File: src/logic/atz_pkg.sv
// Purpose: constants shared by the front-end trim and settle register bank
// Assumes: register indices are word indices, byte address is four times each
// Notes:   all counts, offsets and reset values live here

package atz_pkg;

    // register word indices
    localparam logic [7:0] IDX_FINE = 8'h46; // fine offset override
    localparam logic [7:0] IDX_IVL  = 8'h47; // offset update interval
    localparam logic [7:0] IDX_EXT  = 8'h48; // extrapolation run time
    localparam logic [7:0] IDX_FWS  = 8'h4c; // functional wake settle
    localparam logic [7:0] IDX_SUP  = 8'h4d; // startup settle upper
    localparam logic [7:0] IDX_SLO  = 8'h4e; // startup settle lower
    localparam logic [7:0] IDX_LPS  = 8'h4f; // low-power wake settle
    localparam logic [7:0] IDX_IXU  = 8'h50; // index offset upper
    localparam logic [7:0] IDX_IXL  = 8'h51; // index offset lower

    // field positions
    localparam int OVR_BIT  = 15; // override enable bit
    localparam int CODE_W   = 8;  // fine offset code width
    localparam int SUP_W    = 3;  // startup upper field width
    localparam int IXU_W    = 4;  // index upper field width
    localparam int ANGLE_W  = 20; // angle width
    localparam int SETTLE_W = 19; // startup settle width

    // values after reset
    localparam logic [15:0] RST_ZERO = 16'h0000;
    localparam logic [15:0] RST_SUP  = 16'h0006;
    localparam logic [15:0] RST_SLO  = 16'h1a80;

    // offset dac step in microvolts
    localparam logic signed [15:0] STEP_UV = 16'sh00fa; // 250 uV

    // interval unit: 2 us at the 40 MHz analog timebase = 80 cycles
    localparam int TICK_NS    = 2000;
    localparam int TBASE_NS   = 25;
    localparam logic [6:0] TICK_CYC = 7'(TICK_NS / TBASE_NS);

    // settle sequencer states
    typedef enum logic [1:0] {
        ST_START = 2'b00, // initial startup hold
        ST_RUN   = 2'b01, // normal operation
        ST_WAKE  = 2'b10  // hold after sleep to functional
    } atz_seq_t;

endpackage

File: src/logic/atz_regs.sv
// Purpose: trim, offset timing, settle and index offset register bank
// Assumes: one clock, Avalon-MM slave with waitrequest, byte address
// Notes:   answers every access one cycle after it is seen
//
// How it works
// RULE1 - override bit forces fine dac, stops auto
// RULE2 - fine code is signed, 250 uV steps
// RULE3 - both controllers update each interval times 80
// RULE4 - zero interval disables all automatic updates
// RULE5 - extrapolator runs run-time times 80 cycles
// RULE6 - zero run time never starts extrapolator
// RULE7 - functional wake holds for programmed cycles
// RULE8 - startup hold uses 19-bit count, given defaults
// RULE9 - battery low-power wake holds dsp sequencing
// RULE10 - 20-bit index offset shifts mechanical angle
// RULE11 - index offset kept in non-volatile memory; the store pulse carries the offset from before the write
// RULE12 - reserved bits read zero, writes ignored

`timescale 1ns/1ps

module atz_regs
    import atz_pkg::*;
(
    input  wire logic         clk,
    input  wire logic         rst_n,
    input  wire logic         ce,
    input  wire logic [9:0]   avs_address,
    input  wire logic         avs_read,
    input  wire logic         avs_write,
    input  wire logic [31:0]  avs_writedata,
    input  wire logic [3:0]   avs_byteenable,
    output logic      [31:0]  avs_readdata,
    output logic              avs_waitrequest,
    input  wire logic [7:0]   auto_fine_code,
    input  wire logic         qual_evt,
    input  wire logic         wake_func,
    input  wire logic         wake_lp,
    input  wire logic         batt_mode,
    input  wire logic [19:0]  mech_angle,
    input  wire logic         nvm_load,
    input  wire logic [19:0]  nvm_index,
    output logic      [7:0]   fine_dac,
    output logic              fine_ovr,
    output logic signed [15:0] fine_uv,
    output logic              fine_upd,
    output logic              coarse_upd,
    output logic              extrap_run,
    output logic              seq_hold,
    output logic              dsp_hold,
    output logic      [19:0]  pos_out,
    output logic      [19:0]  nvm_index_out,
    output logic              nvm_store
);

    // register storage, only the documented bits
    logic               ovr_q;  // override enable
    logic [CODE_W-1:0]  code_q; // fine offset code
    logic [15:0]        ivl_q;  // update interval
    logic [15:0]        ext_q;  // extrapolation run time
    logic [15:0]        fws_q;  // functional settle cycles
    logic [SUP_W-1:0]   sup_q;  // startup settle upper
    logic [15:0]        slo_q;  // startup settle lower
    logic [15:0]        lps_q;  // low-power settle cycles
    logic [IXU_W-1:0]   ixu_q;  // index offset upper
    logic [15:0]        ixl_q;  // index offset lower

    // bus handshake
    logic        req;     // a request is present
    logic [7:0]  widx;    // word index of the access
    logic        wr;      // write takes effect
    logic [15:0] wdat;    // write data merged by lane
    logic [15:0] rd_d;    // read mux

    assign req  = avs_read | avs_write;
    assign widx = avs_address[9:2];
    assign wr   = ce & avs_write & ~avs_waitrequest;

    // merge byte lanes into a 16-bit value, upper lanes unused
    function automatic logic [15:0] lanes(input logic [15:0] old);
        logic [15:0] r;
        r = old;
        if (avs_byteenable[0]) begin
            r[7:0] = avs_writedata[7:0];
        end
        if (avs_byteenable[1]) begin
            r[15:8] = avs_writedata[15:8];
        end
        return r;
    endfunction

    // old value of the addressed word with the enabled lanes laid over it;
    // reserved bits come in as zero from the read mux and are dropped on store
    always_comb begin
        wdat = lanes(rd_d);
    end

    // waitrequest high for one cycle, then low for one: one-wait answer
    always_ff @(posedge clk) begin
        if (!rst_n) begin
            avs_waitrequest <= 1'b1;
        end else if (ce) begin
            avs_waitrequest <= ~(req & avs_waitrequest);
        end
    end

    // read mux, reserved bits come back as zero; see RULE12
    always_comb begin
        rd_d = 16'h0000;
        unique case (widx)
            IDX_FINE: rd_d = {ovr_q, 7'h00, code_q};
            IDX_IVL:  rd_d = ivl_q;
            IDX_EXT:  rd_d = ext_q;
            IDX_FWS:  rd_d = fws_q;
            IDX_SUP:  rd_d = {13'h0000, sup_q};
            IDX_SLO:  rd_d = slo_q;
            IDX_LPS:  rd_d = lps_q;
            IDX_IXU:  rd_d = {12'h000, ixu_q};
            IDX_IXL:  rd_d = ixl_q;
            default:  rd_d = 16'h0000; // unmapped reads zero
        endcase
    end

    // read data captured in the wait cycle, stands while waitrequest low
    always_ff @(posedge clk) begin
        if (!rst_n) begin
            avs_readdata <= 32'h0000_0000;
        end else if (ce && avs_read && avs_waitrequest) begin
            avs_readdata <= {16'h0000, rd_d};
        end
    end

    // register writes; unmapped and reserved bits are dropped; see RULE12
    always_ff @(posedge clk) begin
        if (!rst_n) begin
            ovr_q  <= 1'b0;
            code_q <= RST_ZERO[CODE_W-1:0];
            ivl_q  <= RST_ZERO;
            ext_q  <= RST_ZERO;
            fws_q  <= RST_ZERO;
            sup_q  <= RST_SUP[SUP_W-1:0];     // see RULE8
            slo_q  <= RST_SLO;                // see RULE8
            lps_q  <= RST_ZERO;
        end else if (wr) begin
            unique case (widx)
                IDX_FINE: begin
                    ovr_q  <= wdat[OVR_BIT];
                    code_q <= wdat[CODE_W-1:0];
                end
                IDX_IVL: ivl_q <= wdat;
                IDX_EXT: ext_q <= wdat;
                IDX_FWS: fws_q <= wdat;
                IDX_SUP: sup_q <= wdat[SUP_W-1:0];
                IDX_SLO: slo_q <= wdat;
                IDX_LPS: lps_q <= wdat;
                default: ;                    // other indices ignored
            endcase
        end
    end

    // index offset; a bus write wins over an nvm restore that same cycle
    always_ff @(posedge clk) begin
        if (!rst_n) begin
            ixu_q <= RST_ZERO[IXU_W-1:0];
            ixl_q <= RST_ZERO;
        end else if (wr && widx == IDX_IXU) begin
            ixu_q <= wdat[IXU_W-1:0];          // see RULE12
        end else if (wr && widx == IDX_IXL) begin
            ixl_q <= wdat;
        end else if (ce && nvm_load) begin
            ixu_q <= nvm_index[ANGLE_W-1:16];  // see RULE11
            ixl_q <= nvm_index[15:0];          // see RULE11
        end
    end

    // both halves go to nvm on any write of either, as they stood before that write; see RULE11
    always_ff @(posedge clk) begin
        if (!rst_n) begin
            nvm_store     <= 1'b0;
            nvm_index_out <= 20'h00000;
        end else if (ce) begin
            nvm_store     <= wr && (widx == IDX_IXU || widx == IDX_IXL);
            nvm_index_out <= {ixu_q, ixl_q};
        end
    end

    // custom zero: offset subtracted so writing the angle reads zero
    always_ff @(posedge clk) begin
        if (!rst_n) begin
            pos_out <= 20'h00000;
        end else if (ce) begin
            pos_out <= mech_angle - {ixu_q, ixl_q};   // see RULE10
        end
    end

    // fine dac source: override code or automatic code
    always_ff @(posedge clk) begin
        if (!rst_n) begin
            fine_dac <= 8'h00;
            fine_ovr <= 1'b0;
            fine_uv  <= 16'sh0000;
        end else if (ce) begin
            fine_ovr <= ovr_q;
            fine_dac <= ovr_q ? code_q : auto_fine_code;   // see RULE1
            // signed code times step, fits 16 bits; see RULE2
            fine_uv  <= 16'($signed({{8{code_q[7]}}, code_q}) * STEP_UV);
        end
    end

    // interval timebase: 80-cycle tick, then count ticks
    logic [6:0]  upre_q;  // cycles inside one tick
    logic [15:0] ucnt_q;  // ticks inside one interval
    logic        utick;   // last cycle of a tick

    assign utick = (upre_q == TICK_CYC - 7'd1);

    always_ff @(posedge clk) begin
        if (!rst_n) begin
            upre_q <= 7'h00;
            ucnt_q <= 16'h0000;
        end else if (ce) begin
            if (ivl_q == 16'h0000) begin
                upre_q <= 7'h00;                      // see RULE4
                ucnt_q <= 16'h0000;
            end else if (utick) begin
                upre_q <= 7'h00;
                // shrinking the interval mid-count still wraps at once
                ucnt_q <= (ucnt_q + 16'd1 >= ivl_q) ? 16'h0000
                                                     : ucnt_q + 16'd1;
            end else begin
                upre_q <= upre_q + 7'd1;
            end
        end
    end

    // update strobes, fine one suppressed under override
    always_ff @(posedge clk) begin
        if (!rst_n) begin
            fine_upd   <= 1'b0;
            coarse_upd <= 1'b0;
        end else if (ce) begin
            coarse_upd <= ivl_q != 16'h0000 && utick
                          && ucnt_q + 16'd1 >= ivl_q;         // see RULE3
            fine_upd   <= ivl_q != 16'h0000 && utick && !ovr_q
                          && ucnt_q + 16'd1 >= ivl_q;         // see RULE1
        end
    end

    // extrapolator: retriggered by every qualifying event
    logic [6:0]  xpre_q;  // cycles inside one tick
    logic [15:0] xcnt_q;  // ticks left

    always_ff @(posedge clk) begin
        if (!rst_n) begin
            xpre_q     <= 7'h00;
            xcnt_q     <= 16'h0000;
            extrap_run <= 1'b0;
        end else if (ce) begin
            if (qual_evt && ext_q != 16'h0000) begin  // see RULE6
                xpre_q     <= 7'h00;
                xcnt_q     <= ext_q;                  // see RULE5
                extrap_run <= 1'b1;
            end else if (extrap_run) begin
                if (xpre_q == TICK_CYC - 7'd1) begin
                    xpre_q <= 7'h00;
                    xcnt_q <= xcnt_q - 16'd1;
                    if (xcnt_q == 16'd1) begin
                        extrap_run <= 1'b0;           // see RULE5
                    end
                end else begin
                    xpre_q <= xpre_q + 7'd1;
                end
            end
        end
    end

    // sequencing hold: startup, then functional wakes
    atz_seq_t             st_q;    // sequencer state
    logic [SETTLE_W-1:0]  scnt_q;  // cycles held so far
    logic [SETTLE_W-1:0]  slim;    // limit of the current hold
    logic [SETTLE_W-1:0]  snext;   // count after this cycle

    assign slim  = (st_q == ST_WAKE) ? {3'h0, fws_q} : {sup_q, slo_q};
    assign snext = scnt_q + 19'd1;

    always_ff @(posedge clk) begin
        if (!rst_n) begin
            st_q     <= ST_START;
            scnt_q   <= 19'h00000;
            seq_hold <= 1'b1;
        end else if (ce) begin
            unique case (st_q)
                ST_START, ST_WAKE: begin
                    scnt_q <= snext;
                    if (snext >= slim) begin          // see RULE8
                        st_q     <= ST_RUN;
                        seq_hold <= 1'b0;
                    end
                end
                ST_RUN: begin
                    if (wake_func && fws_q != 16'h0000) begin
                        st_q     <= ST_WAKE;          // see RULE7
                        scnt_q   <= 19'h00000;
                        seq_hold <= 1'b1;
                    end
                end
                default: begin
                    st_q     <= ST_RUN;
                    seq_hold <= 1'b0;
                end
            endcase
        end
    end

    // dsp hold on battery-mode sleep to low-power wake
    logic [15:0] dcnt_q;  // cycles of dsp hold left

    always_ff @(posedge clk) begin
        if (!rst_n) begin
            dcnt_q   <= 16'h0000;
            dsp_hold <= 1'b0;
        end else if (ce) begin
            if (wake_lp && batt_mode && lps_q != 16'h0000) begin
                dcnt_q   <= lps_q;                    // see RULE9
                dsp_hold <= 1'b1;
            end else if (dsp_hold) begin
                dcnt_q <= dcnt_q - 16'd1;
                if (dcnt_q == 16'd1) begin
                    dsp_hold <= 1'b0;                 // see RULE9
                end
            end
        end
    end
endmodule

File: config.mk
export PLATFORM = sky130hd
export DESIGN_NAME = atz_regs
export DESIGN_NICKNAME = d
export VERILOG_FILES = /design/src/logic/atz_pkg.sv /design/src/logic/atz_regs.sv
export SDC_FILE = /design/constraint.sdc
export NUM_CORES = 1
export LEC_CHECK = 0
export ABC_AREA = 1
export BUFFER_PORTS_ARGS = -buffer_cell sky130_fd_sc_hd__buf_2
export CAP_MARGIN = 20
export CORE_ASPECT_RATIO = 0.6
export CORE_MARGIN = 2
export CORE_UTILIZATION = 54
export DETAILED_ROUTE_END_ITERATION = 10
export MAX_ROUTING_LAYER = met4
export PLACE_DENSITY = 0.75
export SLEW_MARGIN = 10
export SYNTH_ARGS = -nofsm -noshare
export SYNTH_HDL_FRONTEND = slang
export SYNTH_SLANG_ARGS = --single-unit
File: constraint.sdc
create_clock -name clk -period 4.1 [get_ports clk]
set_input_delay 0.615 -clock clk [delete_from_list [all_inputs] [get_ports clk]]
set_output_delay 0.615 -clock clk [all_outputs]
set_load 0.005 [all_outputs]
==> results.py <==
metrics = {
    "die": {
        "boundaryPins": 208,
        "core_area_um2": 31400,
        "die-area_um2": 33600,
        "start_util": 0.552,
        "dieHeight_um": 143,
        "fp-row-count": 50,
        "die_x_um": 235,
    },
    "routing": {
        "via_per_inst": 5.70,
        "ant_nets": 0,
        "routed_wirelength_um": 56900,
        "drcViolationCount": 0,
        "vias": 17600,
        "drt_iter0_drc": 2146,
        "wire_per_inst_um": 18.4,
        "drtPass1Iterations": 5,
    },
    "logic_synthesis": {
        "syn_inst": 2514,
        "ys.flop_type": "dfxtp_1",
        "synth_top_area_cell": "dfxtp_1",
        "synth_edf_count": 0,
        "avgSynthCellArea_um2": 6.90,
        "synth_top_area_frac": 0.326,
        "ys_types": 47,
        "synthArstFlopShare": 0,
        "synth_most_common_cell": "nand2_1",
        "synth_warnings": 0,
        "yosys-top-cells-area": "dfxtp_1 (33%), nand2_1 (8.4%), o21ai_0 (7.4%)",
        "synth_area_um2": 17300,
        "ys_seq_elements": 282,
        "ys_seq_area_frac": 0.326,
        "synth_top_cells_by_count": "nand2_1 (390), inv_1 (303), dfxtp_1 (282)",
    },
    "placement": {
        "place_hpwl_um": 43100,
        "port_buffers": 170,
        "gp_congestion": 0.991,
    },
    "clock_network": {
        "cts_buffers": 28,
        "clock_latency_ns": 0.57,
        "holdBufCountCts": 0,
        "cts_tree": "yes",
        "h-tree-depth": 1,
        "post_cts_buffers": 0,
        "clock-root-buffer": "clkbuf_16",
        "clock-sinks": 282,
        "clk_pin_slew_ns": 0.07,
        "cts.path.max_buffers": 3,
    },
    "setup_path": {
        "r2r_slack_ns": 0.19,
        "cp-end-kind": "flop",
        "worstPathArrival_ns": 4.36,
        "worst-setup-path-type": "reg2reg",
        "critPathMaxFanout": 4,
        "required_ns": 4.55,
        "start_kind": "flop",
    },
    "power_and_ir_drop": {
        "leakage_nw": 9.37,
        "power.share.sequential": 0.443,
        "ir_worst_vdd_mv": 0.303,
        "p_sw_frac": 0.259,
        "p_sw_mw": 1.67,
        "power.internal_mw": 4.77,
        "powerDensity_nw_per_um2": 329,
        "p_clk_frac": 0.454,
        "p_total_mw": 6.44,
        "pwr-share-comb": 0.104,
    },
    "final_layout": {
        "drive_above_1_share": 0.122,
        "final_nets": 2873,
        "area_growth_pct": 12.8,
    },
    "status": {
        "status": "finished, final reports clean",
    },
    "timing": {
        "rsz0062_at_grt": "true",
        "worst_pin_slew_ns": 1.13,
        "relSlewSlack": 0.248,
        "max_freq_ghz": 0.256,
        "hold_viol": 0,
        "hold_ws_ns": 0.298,
        "fin_crit_sh": 0.953,
        "slew_violations": 0,
        "period_minus_slack_ns": 3.91,
        "setup_violations": 0,
        "fin_worst_skew_ns": 0.0224,
    },
    "grt": {
        "antenna_found_initial": 6,
        "grt_max_degree": 118,
        "grt_use_total": 0.340,
        "first_global_vias": 15900,
        "grt_first_pass_wirelength_um": 87400,
        "grt-ovfl-total": 0,
    },
    "flow_run": {
        "drv_cap": 0,
    },
    "worst_hold_path": {
        "worst_hold_path_type": "in2reg",
    },
}
==> cell families (layout without fill, tap and decap cells) <==
group | count (synthesis) | in the layout | share of synthesized area
buffers and inverters | 428 | 563 | 0.0999
muxes | 4 | 4 | 0.00238
xor gates and xnor gates | 65 | 65 | 0.0328
and+or+nand+nor | 1026 | 1026 | 0.258
AOI/OAI and AO/OA | 583 | 583 | 0.180
DFF | 282 | 282 | 0.326
adders and majority gates | 125 | 125 | 0.101
other | 1 | 23 | 0.000216
==> what timing repair did <==
action | 4_1_cts | 5_1_grt
pin swaps | 0 | 2
resized for setup | 1 | 21
setup endpoints to repair | 1 | 6
gates cloned | 0 | 0
==> area by class of cell <==
type | count | area (um^2)
fill | 2982 | 11800
multi-input combinational | 1820 | 10100
sequential | 282 | 5650
inverter | 313 | 1180
timing repair buffer | 199 | 1070
clock buffer | 37 | 796
tap | 416 | 520
clock inverter | 14 | 229
antenna | 6 | 15.0
==> final timing paths <==
path | endpoint | cells past startpoint | startpoint
setup reg to reg | fine_uv[13] | 17 | code_q[5]
setup / recovery | fine_uv[13] | 17 | code_q[5]
hold reg to reg | ucnt_q[15] | 2 | ucnt_q[15]
hold / removal | fine_ovr | 2 | ce
==> per-layer routing <==
| metal | routed length [um] | track usage | share of wire | vias up |
|---|---|---|---|---|
| met1 | 27100 | 0.492 | 0.48 | 8209 |
| met4 | 1290 | 0.0838 | 0.023 | 0 |
| li1 | - | - | - | 8546 |
| met3 | 5660 | 0.0802 | 0.099 | 95 |
| met5 | 0 | - | 0 | - |
| met2 | 22900 | 0.472 | 0.40 | 753 |
==> registers in the layout (all words and copies together), names as in the netlist, 2 cells and up <==
| name | flops |
|---|---|
| nvm_index_out | 20 |
| pos_out | 20 |
| scnt_q | 19 |
| avs_readdata | 16 |
| dcnt_q | 16 |
| ext_q | 16 |
| fws_q | 16 |
| ivl_q | 16 |
| ixl_q | 16 |
| lps_q | 16 |
| slo_q | 16 |
| ucnt_q | 16 |
| xcnt_q | 16 |
| fine_uv | 15 |
| code_q | 8 |
| fine_dac | 8 |
| upre_q | 7 |
| xpre_q | 7 |
| ixu_q | 4 |
| sup_q | 3 |
| st_q | 2 |
==> stage by stage <==
| stage | std cells | setup WS, ns | setup TNS (ns) | util | instance area, um^2 |
|---|---|---|---|---|---|
| global route | 3087 | -0.0292 | -0.0292 | 0.623 | 19600 |
| floorplan | 2530 | 0.161 | 0 | - | 17400 |
| CTS | 3081 | 0.0257 | 0 | 0.620 | 19500 |
| global placement | 3030 | 0.0786 | 0 | 0.587 | 18400 |
| finish | 3087 | 0.195 | 0 | 0.623 | 19600 |
| detailed placement | 3030 | -0.0495 | -0.0495 | 0.587 | 18400 |
==> cell usage in the layout, fill, tap and decap left out, types with 29 or more instances in the layout <==
| master | instances |
|---|---|
| clkbuf_16 | 29 |
| xor2_1 | 51 |
| dfxtp_1 | 280 |
| o211ai_1 | 29 |
| nand2_1 | 389 |
| ha_1 | 96 |
| nand4_1 | 44 |
| o21ai_0 | 254 |
| buf_4 | 31 |
| a21oi_1 | 236 |
| nand3_1 | 237 |
| buf_2 | 168 |
| nor2_1 | 281 |
| inv_1 | 301 |
==> power groups by stage <==
stage          Combinational, mW  Clock [mW]  Sequential, mW
3_3_place_gp               0.643           0            2.91
6_report                   0.669        2.92            2.85
4_1_cts                    0.653        2.94            2.85
2_1_floorplan              0.406           0            2.91
3_5_place_dp               0.649           0            2.91
5_1_grt                    0.731        3.04            2.86
==> critical path, cell delays in order, from the launching register on <==
cell and delay, ns:
dfxtp_1 0.33, inv_1 0.11, buf_4 0.17, fa_1 0.47, inv_1 0.04, ha_1 0.31, fa_1 0.54, inv_1 0.05
fa_1 0.52, inv_1 0.04, ha_1 0.35, a21oi_2 0.27, o31ai_2 0.13, nand2_1 0.07, nand2_1 0.06, xor2_1 0.13
o21ai_0 0.14, inv_1 0.05
Power figures use the tool's default switching activity.
